### src/rtl/drive_ref_pkg.sv
// Purpose: shared constants and types for the drive reference and status logic
// Assumes: frequencies in 0.01 Hz units, torque in 0.1 % units, times in 0.1 s or 10 ms units
// Notes:   one cycle is 10 ns
package drive_ref_pkg;
    localparam int CLK_PERIOD_NS = 10;
    localparam int FREQ_W = 14;
    localparam int TORQ_W = 12;
    localparam int TIME_W = 16;
    localparam int NUM_PRESETS = 15;
    localparam int NUM_STAGES = 7;
    localparam int NUM_SKIPS = 3;
    localparam logic [FREQ_W-1:0] FREQ_MAX = 14'h2EE0;
    localparam logic [FREQ_W-1:0] SKIP_WIDTH_MAX = 14'h0BB8;
    localparam logic [TORQ_W-1:0] TORQ_LEVEL_MAX = 12'hBB8;
    localparam logic [TORQ_W-1:0] TORQ_HYST = 12'h032;
    localparam logic [TIME_W-1:0] TORQ_TIMER_MAX = 16'hEA60;
    localparam logic [TIME_W-1:0] STAGE_TIME_MAX = 16'h8CA0;
    localparam logic [3:0] SRC_PATTERN = 4'hA;
    localparam int LOW_TORQ_MIN_ON_MS = 100;
    localparam int MIN_ON_CYCLES = (LOW_TORQ_MIN_ON_MS * 1000000) / CLK_PERIOD_NS;
    localparam int TICK10MS_NS = 10000000;
    localparam int TICK10MS_CYCLES = TICK10MS_NS / CLK_PERIOD_NS;
    localparam int TICK100MS_PER_10MS = 10;
    localparam int SLOW_FREQ_PCT = 20;
    localparam int PCT_FULL = 100;

    typedef enum logic [1:0] {
        PAT_ONCE_STOP = 2'b00,
        PAT_REPEAT    = 2'b01,
        PAT_ONCE_RUN  = 2'b10
    } pattern_mode_t;

    typedef struct packed {
        logic [TIME_W-1:0] runTime;
        logic              reverse;
        logic [1:0]        accelSel;
    } stage_t;
endpackage

### src/rtl/drive_reference_and_status.sv
// Purpose: reference frequency selection, pattern sequencer and status flags
// Assumes: settings are held stable by the keypad logic; torque and dc inputs are sampled values
// Notes:   one clock, asynchronous active-low reset
// Overview of operation
// RL1: low dc-link flag on while voltage below level, off once above.
// RL2: low-torque flag on after torque stays below level for timer duration.
// RL3: low-torque flag releases only above level plus five percent hysteresis.
// RL4: low-torque flag stays on at least 100 ms once set.
// RL5: below 20% base frequency, torque evaluation freezes, flag state kept.
// RL6: low-torque flag forced off while drive is stopped.
// RL7: skip band holds at bottom rising, at top falling, until crossed.
// RL8: overlapping skip bands merge from lowest bottom to highest top.
// RL9: three skip centres up to 120 Hz; zero centre means no band.
// RL10: one common skip width up to 30 Hz; zero disables skipping.
// RL11: four select inputs form binary index choosing preset n.
// RL12: index zero takes reference from frequency setting 1 or 2.
// RL13: presets accept 0.00 to 120.0 Hz.
// RL14: operator selects frequency source ten to run pattern operation.
// RL15: pattern mode 0 runs sequence once then stops motor.
// RL16: pattern mode 1 repeats and stops at once on stop command.
// RL17: pattern mode 2 runs once then keeps normal reference.
// RL18: seven stages each have run time up to 3600 s and direction.
// RL19: each stage selects one of four accel/decel time pairs.
// RL20: stage with zero run time is skipped.
// RL21: stage k uses preset frequency k as reference.
// RL22: stage settings commit together only after all three entered.
// RL23: stages advance in ascending order on run-time expiry.
// RL24: stop after completed cycle decelerates with deceleration time 1.
// RL25: pattern direction follows stage setting regardless of run command.
`timescale 1ns/1ps
`default_nettype none
module drive_reference_and_status (
    // clock and reset
    input  wire logic                                clock,
    input  wire logic                                nrst,
    // step select terminals
    input  wire logic                                stepSelectW1,
    input  wire logic                                stepSelectW2,
    input  wire logic                                stepSelectW4,
    input  wire logic                                stepSelectW8,
    // frequency settings
    input  wire logic [3:0]                          freqSourceSelect,
    input  wire logic                                useFreqSourceAlt,
    input  wire logic [drive_ref_pkg::FREQ_W-1:0]    freqSetting1,
    input  wire logic [drive_ref_pkg::FREQ_W-1:0]    freqSetting2,
    input  wire logic [drive_ref_pkg::FREQ_W-1:0]    presetFreq [drive_ref_pkg::NUM_PRESETS],
    // skip bands
    input  wire logic [drive_ref_pkg::FREQ_W-1:0]    skipCenter [drive_ref_pkg::NUM_SKIPS],
    input  wire logic [drive_ref_pkg::FREQ_W-1:0]    skipBandWidth,
    // pattern sequencer settings and entry
    input  wire logic [1:0]                          patternModeSelect,
    input  wire logic [2:0]                          stageEntryIndex,
    input  wire logic                                stageEntryStep,
    input  wire logic                                stageEntryAbort,
    input  wire drive_ref_pkg::stage_t               stageEntryData,
    // run commands
    input  wire logic                                runCmd,
    input  wire logic                                stopCmd,
    // status inputs
    input  wire logic [drive_ref_pkg::FREQ_W-1:0]    outputFreq,
    input  wire logic [drive_ref_pkg::FREQ_W-1:0]    baseFrequencySetting,
    input  wire logic [drive_ref_pkg::TORQ_W-1:0]    calcTorque,
    input  wire logic [drive_ref_pkg::TORQ_W-1:0]    lowTorqueLevel,
    input  wire logic [drive_ref_pkg::TIME_W-1:0]    lowTorqueTimer,
    input  wire logic                                useTorqueHyst,
    input  wire logic [11:0]                         dcLinkVolt,
    input  wire logic [11:0]                         dcLinkLowLevel,
    // outputs to motor control core
    output logic      [drive_ref_pkg::FREQ_W-1:0]    refFreq,
    output logic                                     driveRun,
    output logic                                     driveReverse,
    output logic      [1:0]                          accelDecelSel,
    output logic      [2:0]                          activeStage,
    output logic                                     patternActive,
    // status flags
    output logic                                     dcLinkLowFlag,
    output logic                                     lowTorqueFlag
);
    import drive_ref_pkg::*;

    typedef enum logic [1:0] {
        SEQ_IDLE = 2'b00,
        SEQ_RUN  = 2'b01,
        SEQ_DONE = 2'b10
    } seq_state_t;

    // committed stage table and entry staging
    stage_t            stage_r [NUM_STAGES];
    stage_t            stageHold_r;
    logic [1:0]        entryCount_r;
    // time base
    logic [23:0]       tick10Cnt_r;
    logic              tick10ms;
    logic [3:0]        tick100Cnt_r;
    logic              tick100ms;
    // sequencer
    seq_state_t        seqState_r;
    logic [2:0]        stage_r_idx;
    logic [TIME_W-1:0] stageTime_r;
    logic              patternSel;
    // reference path
    logic [3:0]        stepIndex;
    logic [FREQ_W-1:0] reqFreq;
    logic [FREQ_W-1:0] skippedFreq;
    // torque detector
    logic [TIME_W-1:0] lowTimeCnt_r;
    logic [24:0]       minOnCnt_r;
    logic              slowRange;
    logic [TORQ_W:0]   releaseLevel;

    function automatic logic [2:0] nextLiveStage(input logic [2:0] from, input stage_t tbl [NUM_STAGES]);
        logic [2:0] n;
        n = 3'h7;
        for (int i = NUM_STAGES - 1; i >= 0; i--) begin
            if (i >= int'(from) && tbl[i].runTime != '0) n = 3'(i); // [RL20]
        end
        return n;
    endfunction

    function automatic logic [FREQ_W-1:0] clampFreq(input logic [FREQ_W-1:0] f, input logic [FREQ_W-1:0] lim);
        return (f > lim) ? lim : f;
    endfunction

    assign stepIndex  = {stepSelectW8, stepSelectW4, stepSelectW2, stepSelectW1}; // [RL11]
    assign patternSel = (freqSourceSelect == SRC_PATTERN); // [RL14]

    // stage entry: three presses stage one set, commit only on the third
    always_ff @(posedge clock or negedge nrst) begin
        if (!nrst) begin
            entryCount_r <= 2'h0;
            stageHold_r  <= '0;
            for (int i = 0; i < NUM_STAGES; i++) stage_r[i] <= '0;
        end else if (stageEntryAbort) begin
            entryCount_r <= 2'h0; // [RL22]
        end else if (stageEntryStep && stageEntryIndex < 3'h7) begin
            unique case (entryCount_r)
                2'h0: begin
                    stageHold_r.runTime <= (stageEntryData.runTime > STAGE_TIME_MAX) ?
                                           STAGE_TIME_MAX : stageEntryData.runTime; // [RL18]
                    entryCount_r <= 2'h1;
                end
                2'h1: begin
                    stageHold_r.reverse <= stageEntryData.reverse; // [RL18]
                    entryCount_r <= 2'h2;
                end
                2'h2: begin
                    stage_r[stageEntryIndex] <= '{stageHold_r.runTime, stageHold_r.reverse,
                                                  stageEntryData.accelSel}; // [RL22] [RL19]
                    entryCount_r <= 2'h0;
                end
                default: entryCount_r <= 2'h0;
            endcase
        end
    end

    // 10 ms and 100 ms ticks for stage and torque timers
    always_ff @(posedge clock or negedge nrst) begin
        if (!nrst) begin
            tick10Cnt_r  <= '0;
            tick100Cnt_r <= '0;
        end else begin
            if (tick10ms) begin
                tick10Cnt_r  <= '0;
                tick100Cnt_r <= (tick100Cnt_r == 4'(TICK100MS_PER_10MS - 1)) ? 4'h0 : tick100Cnt_r + 4'h1;
            end else begin
                tick10Cnt_r <= tick10Cnt_r + 24'h000001;
            end
        end
    end
    assign tick10ms  = (tick10Cnt_r == 24'(TICK10MS_CYCLES - 1));
    assign tick100ms = tick10ms && (tick100Cnt_r == 4'(TICK100MS_PER_10MS - 1));

    // pattern sequencer
    always_ff @(posedge clock or negedge nrst) begin
        if (!nrst) begin
            seqState_r  <= SEQ_IDLE;
            stage_r_idx <= 3'h0;
            stageTime_r <= '0;
        end else begin
            unique case (seqState_r)
                SEQ_IDLE: begin
                    if (patternSel && runCmd && !stopCmd && nextLiveStage(3'h0, stage_r) != 3'h7) begin
                        stage_r_idx <= nextLiveStage(3'h0, stage_r);
                        stageTime_r <= '0;
                        seqState_r  <= SEQ_RUN;
                    end
                end
                SEQ_RUN: begin
                    if (stopCmd || !runCmd || !patternSel) begin
                        seqState_r <= SEQ_IDLE; // [RL16]
                    end else if (tick100ms) begin
                        if (stageTime_r + 16'h0001 >= stage_r[stage_r_idx].runTime) begin
                            stageTime_r <= '0;
                            if (stage_r_idx != 3'(NUM_STAGES - 1) &&
                                nextLiveStage(stage_r_idx + 3'h1, stage_r) != 3'h7) begin
                                stage_r_idx <= nextLiveStage(stage_r_idx + 3'h1, stage_r); // [RL23] [RL20]
                            end else if (patternModeSelect == PAT_REPEAT) begin
                                stage_r_idx <= nextLiveStage(3'h0, stage_r); // [RL16] [RL23]
                            end else begin
                                seqState_r <= SEQ_DONE; // [RL15] [RL17]
                            end
                        end else begin
                            stageTime_r <= stageTime_r + 16'h0001;
                        end
                    end
                end
                SEQ_DONE: begin
                    // hold until run drops so a held run terminal does not restart the cycle
                    if (!runCmd || !patternSel) seqState_r <= SEQ_IDLE;
                end
                default: seqState_r <= SEQ_IDLE;
            endcase
        end
    end

    // requested frequency before skip bands
    always_comb begin
        if (seqState_r == SEQ_RUN)
            reqFreq = clampFreq(presetFreq[stage_r_idx], FREQ_MAX); // [RL21] [RL13]
        else if (stepIndex != 4'h0)
            reqFreq = clampFreq(presetFreq[stepIndex - 4'h1], FREQ_MAX); // [RL11] [RL13]
        else if (useFreqSourceAlt)
            reqFreq = freqSetting2; // [RL12]
        else
            reqFreq = freqSetting1; // [RL12]
    end

    skip_band uSkip (
        .clock     (clock),
        .nrst      (nrst),
        .skipCenter(skipCenter),
        .skipWidth (clampFreq(skipBandWidth, SKIP_WIDTH_MAX)), // [RL10]
        .freqReq   (reqFreq),
        .freqOut   (skippedFreq)
    );

    // outputs toward the motor core
    always_ff @(posedge clock or negedge nrst) begin
        if (!nrst) begin
            refFreq       <= '0;
            driveRun      <= 1'b0;
            driveReverse  <= 1'b0;
            accelDecelSel <= 2'h0;
            activeStage   <= 3'h0;
            patternActive <= 1'b0;
        end else begin
            refFreq       <= skippedFreq;
            patternActive <= (seqState_r == SEQ_RUN);
            activeStage   <= (seqState_r == SEQ_RUN) ? stage_r_idx + 3'h1 : 3'h0;
            if (seqState_r == SEQ_RUN) begin
                driveRun      <= 1'b1;
                driveReverse  <= stage_r[stage_r_idx].reverse; // [RL25]
                accelDecelSel <= stage_r[stage_r_idx].accelSel; // [RL19]
            end else if (seqState_r == SEQ_DONE && patternModeSelect != PAT_ONCE_RUN) begin
                driveRun      <= 1'b0; // [RL15]
                accelDecelSel <= 2'h0; // [RL24]
            end else begin
                driveRun      <= runCmd && !stopCmd && !patternSel ? 1'b1 :
                                 (seqState_r == SEQ_DONE && runCmd && !stopCmd); // [RL17]
                accelDecelSel <= 2'h0;
            end
        end
    end

    // dc-link low flag, plain comparison so it tracks both directions
    always_ff @(posedge clock or negedge nrst) begin
        if (!nrst) dcLinkLowFlag <= 1'b0;
        else if (dcLinkVolt < dcLinkLowLevel) dcLinkLowFlag <= 1'b1; // [RL1]
        else if (dcLinkVolt > dcLinkLowLevel) dcLinkLowFlag <= 1'b0; // [RL1]
    end

    // low-torque detector
    assign slowRange = (32'(outputFreq) * PCT_FULL) < (32'(baseFrequencySetting) * SLOW_FREQ_PCT); // [RL5]
    assign releaseLevel = useTorqueHyst ? ({1'b0, lowTorqueLevel} + {1'b0, TORQ_HYST})
                                        : {1'b0, lowTorqueLevel}; // [RL3]

    always_ff @(posedge clock or negedge nrst) begin
        if (!nrst) begin
            lowTimeCnt_r  <= '0;
            minOnCnt_r    <= '0;
            lowTorqueFlag <= 1'b0;
        end else if (!driveRun) begin
            lowTimeCnt_r  <= '0;
            minOnCnt_r    <= '0;
            lowTorqueFlag <= 1'b0; // [RL6]
        end else if (slowRange) begin
            // torque estimate unreliable here; low-time counter and flag frozen, minimum on-time keeps counting down
            if (minOnCnt_r != '0) minOnCnt_r <= minOnCnt_r - 25'h1; // [RL5]
        end else begin
            if (minOnCnt_r != '0) minOnCnt_r <= minOnCnt_r - 25'h1;
            if (!lowTorqueFlag) begin
                if (calcTorque < lowTorqueLevel) begin
                    if (tick10ms) lowTimeCnt_r <= lowTimeCnt_r + 16'h0001;
                    if (lowTimeCnt_r >= lowTorqueTimer) begin
                        lowTorqueFlag <= 1'b1; // [RL2]
                        minOnCnt_r    <= 25'(MIN_ON_CYCLES - 1); // [RL4]
                    end
                end else begin
                    lowTimeCnt_r <= '0;
                end
            end else if ({1'b0, calcTorque} > releaseLevel && minOnCnt_r == '0) begin // [RL3] [RL4]
                lowTorqueFlag <= 1'b0;
                lowTimeCnt_r  <= '0;
            end
        end
    end
endmodule // drive_reference_and_status
`default_nettype wire

### src/rtl/skip_band.sv
// Purpose: bends a requested frequency around three skip bands
// Assumes: request changes slowly relative to the clock
// Notes:   overlapping bands merge before the hold logic sees them
`timescale 1ns/1ps
`default_nettype none
module skip_band (
    // clock and reset
    input  wire logic                              clock,
    input  wire logic                              nrst,
    // settings
    input  wire logic [drive_ref_pkg::FREQ_W-1:0]  skipCenter [drive_ref_pkg::NUM_SKIPS],
    input  wire logic [drive_ref_pkg::FREQ_W-1:0]  skipWidth,
    // request and result
    input  wire logic [drive_ref_pkg::FREQ_W-1:0]  freqReq,
    output logic      [drive_ref_pkg::FREQ_W-1:0]  freqOut
);
    localparam int W = drive_ref_pkg::FREQ_W;
    logic [W:0]   lo [drive_ref_pkg::NUM_SKIPS];
    logic [W:0]   hi [drive_ref_pkg::NUM_SKIPS];
    logic         act [drive_ref_pkg::NUM_SKIPS];
    logic [W:0]   mLo;
    logic [W:0]   mHi;
    logic         inBand;
    logic [W-1:0] prevReq_r;
    logic [W-1:0] freqOut_nxt;

    genvar g;
    generate
        for (g = 0; g < drive_ref_pkg::NUM_SKIPS; g++) begin : gBand
            logic [W:0] half;
            assign half = {2'b00, skipWidth[W-1:1]};
            assign act[g] = (skipCenter[g] != '0) && (skipWidth != '0); // [RL9] [RL10]
            assign lo[g] = ({1'b0, skipCenter[g]} > half) ? ({1'b0, skipCenter[g]} - half) : '0;
            assign hi[g] = {1'b0, skipCenter[g]} + half;
        end
    endgenerate

    // merge every band that overlaps the one holding the request
    always_comb begin
        mLo = '0;
        mHi = '0;
        inBand = 1'b0;
        for (int i = 0; i < drive_ref_pkg::NUM_SKIPS; i++) begin
            if (act[i] && ({1'b0, freqReq} > lo[i]) && ({1'b0, freqReq} < hi[i])) begin
                inBand = 1'b1;
                mLo = lo[i];
                mHi = hi[i];
            end
        end
        // two passes reach a chain of three bands
        for (int p = 0; p < 2; p++) begin
            for (int i = 0; i < drive_ref_pkg::NUM_SKIPS; i++) begin
                if (inBand && act[i] && (lo[i] <= mHi) && (hi[i] >= mLo)) begin // [RL8]
                    if (lo[i] < mLo) mLo = lo[i];
                    if (hi[i] > mHi) mHi = hi[i];
                end
            end
        end
    end

    always_comb begin
        freqOut_nxt = freqReq;
        if (inBand) begin
            // rising holds at bottom, falling at top; unchanged keeps the last side
            if (freqReq > prevReq_r)
                freqOut_nxt = mLo[W-1:0]; // [RL7]
            else if (freqReq < prevReq_r)
                freqOut_nxt = mHi[W-1:0]; // [RL7]
            else
                freqOut_nxt = freqOut;
        end
    end

    always_ff @(posedge clock or negedge nrst) begin
        if (!nrst) begin
            prevReq_r <= '0;
            freqOut   <= '0;
        end else begin
            prevReq_r <= freqReq;
            freqOut   <= freqOut_nxt;
        end
    end
endmodule // skip_band
`default_nettype wire

### config.mk
export PLATFORM = sky130hd
export DESIGN_NAME = drive_reference_and_status
export DESIGN_NICKNAME = d
export VERILOG_FILES = /design/src/rtl/drive_ref_pkg.sv /design/src/rtl/drive_reference_and_status.sv /design/src/rtl/skip_band.sv
export SDC_FILE = /design/constraint.sdc
export NUM_CORES = 2
export LEC_CHECK = 0
export BUFFER_PORTS_ARGS = -buffer_cell sky130_fd_sc_hd__buf_2
export CORE_MARGIN = 4
export CORE_UTILIZATION = 55
export DETAILED_ROUTE_END_ITERATION = 8
export PLACE_DENSITY = 0.76
export SYNTH_ARGS = -nofsm -noshare
export SYNTH_HDL_FRONTEND = slang
export SYNTH_SLANG_ARGS = --single-unit
export TNS_END_PERCENT = 50
### constraint.sdc
create_clock -name clock -period 26.6 [get_ports clock]
set_clock_uncertainty 0.2 [all_clocks]
set_input_delay 3.99 -clock clock [delete_from_list [all_inputs] [get_ports clock]]
set_output_delay 3.99 -clock clock [all_outputs]
set_load 0.05 [all_outputs]
==> run metrics <==
status=finished, final reports clean; total track usage=0.440; final core occ=0.646; DRT Pass-1 Iters=6; Finished Cell Area=0.0453 sq mm; post-DP HPWL=141,000 microns; CTS Hold Bufs=0; first-iteration detailed-routing DRC count=5,155; Seq/Total Area, Yosys=0.189; Post-synth top flop=dfrtp_1; R2R setup slack=4.26 ns; endpoints failing setup=0; largest net degree at the start of global routing=170; EDFF count, synth=0; via/cell ratio=6.71; total wire length=172,000 microns; #FFs+latches synth=294; routability congestion estimate=1.10; Root Buffer=clkbuf_16; Max-Slew Margin vs Limit=0.155; max-slew violations=0; Worst setup SP type=input port; clock input transition at the sequential cells of the worst setup and hold paths=0.07 ns; Residual DRC=0; starting density of the core=0.555; CTS tree=built; Reg area=0.00737 sq mm; die height=274 microns; DR WL/cell=28.2 microns; number of I/O pins=450; IO buf count=449; Yosys cell types=111; Max-cap violations=0; Syn Inst Count=4,515; antenna-violating nets left=0; slowest stage delay, CP=0.59 ns; DR vias=40,900; Placed Area=0.0439 sq mm; vias in the first global route=38,800; HP Class=reg -> reg; Final nets=6,177; crit path kind=in -> reg; cell area after synthesis=0.0389 sq mm; FP Rows=97; fin crit share=0.963; number of fill cells in the layout=6,047; final hold violations=0; crit end category=flop; first-pass GRT wire length=249,000 microns; Die X-Extent=274 microns; fin crit period=25.62 ns; setup_tns=0 ns; Slowest cell on crit path=or4_1; slew of the pin with the lowest slew margin=1.26 ns; most frequent CP cell=buf_4; synth warn=0; share of layout cells above drive strength 1=0.237; GR Overflow Total=0; Longest Clk Path Bufs=3; footprint of the multi-input gates=0.0299 sq mm; share of synthesized flip-flops with an asynchronous set or reset=1.00; worst hold margin=0.197 ns; clk_lat worst skew=0.58 ns; worst endpoint required time=26.83 ns; number of buffers created by CTS=26; synthesis-to-layout area growth=16.4%; initial antenna violation count=21; core area=0.0701 sq mm; largest fanout on the critical path=20; full die area=0.0751 sq mm; syn avg cell area=8.62 sq um; Worst Path Arrival=25.85 ns; CTS H-tree lvls=1; Max Freq=39.0 MHz; Sinks on Clock Net=294
## worst max-delay path, delay by kind of cell
family	cells	cell delay, ns
compound gates	46	9.38
fa+ha+maj	8	2.33
buf+inv	20	3.88
mux	3	0.94
simple gates	27	5.29
## path summary, 6_finish.rpt
check | endpoint | startpoint | cells after the start
max in group asynchronous | lowTimeCnt_r[2] | nrst | 2
min in group asynchronous | stage_r[76] | nrst | 1
worst min-delay path | refFreq[12] | uSkip.freqOut[12] | 0
worst min register to register | refFreq[12] | uSkip.freqOut[12] | 0
worst max register to register | uSkip.freqOut[5] | stage_r_idx[1] | 96
worst max-delay path | uSkip.freqOut[5] | stepSelectW1 | 104
## Yosys cell counts (all sizes together), types with 23 or more instances
library cell,n,area share
and3,44,0.0072
nor3,77,0.011
dfrtp,294,0.19
o21bai,23,0.0044
nor2,323,0.031
o211ai,53,0.011
mux2i,83,0.022
nor4,68,0.011
inv,300,0.029
o21a,38,0.0073
xnor2,152,0.034
ha,612,0.20
nand3,105,0.013
a31oi,36,0.0069
a221oi,31,0.0079
buf,66,0.010
nand2b,116,0.019
a211oi,40,0.0077
a21o,86,0.017
o22ai,39,0.0063
o21ai,311,0.040
a21oi,304,0.039
nand4,87,0.014
nor2b,87,0.014
clkbuf,120,0.012
nand2,275,0.027
mux4,90,0.052
or3,23,0.0037
mux2,186,0.054
xor2,60,0.014
## placed cells by master (no fill, tap or decap), types with 63 or more instances in the layout
cell type,instances
nor4_1,63
nor3_1,66
nand2_1,270
nor2b_1,87
dfrtp_1,291
nand3_1,105
a21oi_1,294
mux2i_1,75
buf_4,294
buf_2,447
xnor2_1,150
nand4_1,87
ha_1,609
inv_1,297
o21ai_0,281
a21o_1,84
nor2_1,322
mux4_2,90
nand2b_1,116
mux2_2,176
## stage by stage
step                      worst slack [ns]  instances
after floorplan                      0.127       4527
after global placement               0.226       6024
after global routing              -0.00919       6093
after CTS                            0.499       6072
after detailed placement            0.0118       6024
final                                0.978       6102
## cells by family after synthesis
| group | after synthesis | synth area share |
|---|---|---|
| AOI/OAI and AO/OA | 1174 | 0.198 |
| other | 2 | 0.000193 |
| DFF | 294 | 0.189 |
| buffers and inverters | 498 | 0.0520 |
| adders and majority gates | 648 | 0.210 |
| xor gates and xnor gates | 212 | 0.0479 |
| muxes | 359 | 0.128 |
| and+or+nand+nor | 1328 | 0.175 |
## routing by layer
layer	up-vias	global-route usage	share of wire
li1	18000	-	-
met1	19800	0.588	0.40
met2	2546	0.658	0.42
met3	614	0.128	0.12
met4	4	0.204	0.059
met5	-	0	0.00013
## final cells by class
| class | instances | share of cell area |
|---|---|---|
| antenna | 19 | 0.00105 |
| clock buffer | 35 | 0.0166 |
| sequential | 294 | 0.162 |
| tap | 940 | 0.0259 |
| inverter | 312 | 0.0259 |
| clock inverter | 13 | 0.00494 |
| multi-input combinational | 3735 | 0.661 |
| timing repair buffer | 754 | 0.102 |
## what timing repair did
item / 4_1_cts / 5_1_grt
endpoints found under the setup margin: 0 / 14
setup buffers: 0 / 11
gates resized for setup: 0 / 81
endpoints found under the hold margin: 0 / 0
## sequential cells by signal, summed over array words and instances (netlist names)
register and cells:
patternActive 1, lowTimeCnt_r 16, tick10Cnt_r 24, tick100Cnt_r 4
stage_r_idx 3, uSkip.prevReq_r 14, refFreq 14, minOnCnt_r 25
seqState_r 2, lowTorqueFlag 1, entryCount_r 2, stageHold_r 17
driveRun 1, dcLinkLowFlag 1, stageTime_r 16, activeStage 3
accelDecelSel 2, stage_r 133, uSkip.freqOut 14, driveReverse 1
Power is not shown: default switching activity piles up to over one toggle a cycle in this logic, so the estimate is an artifact.
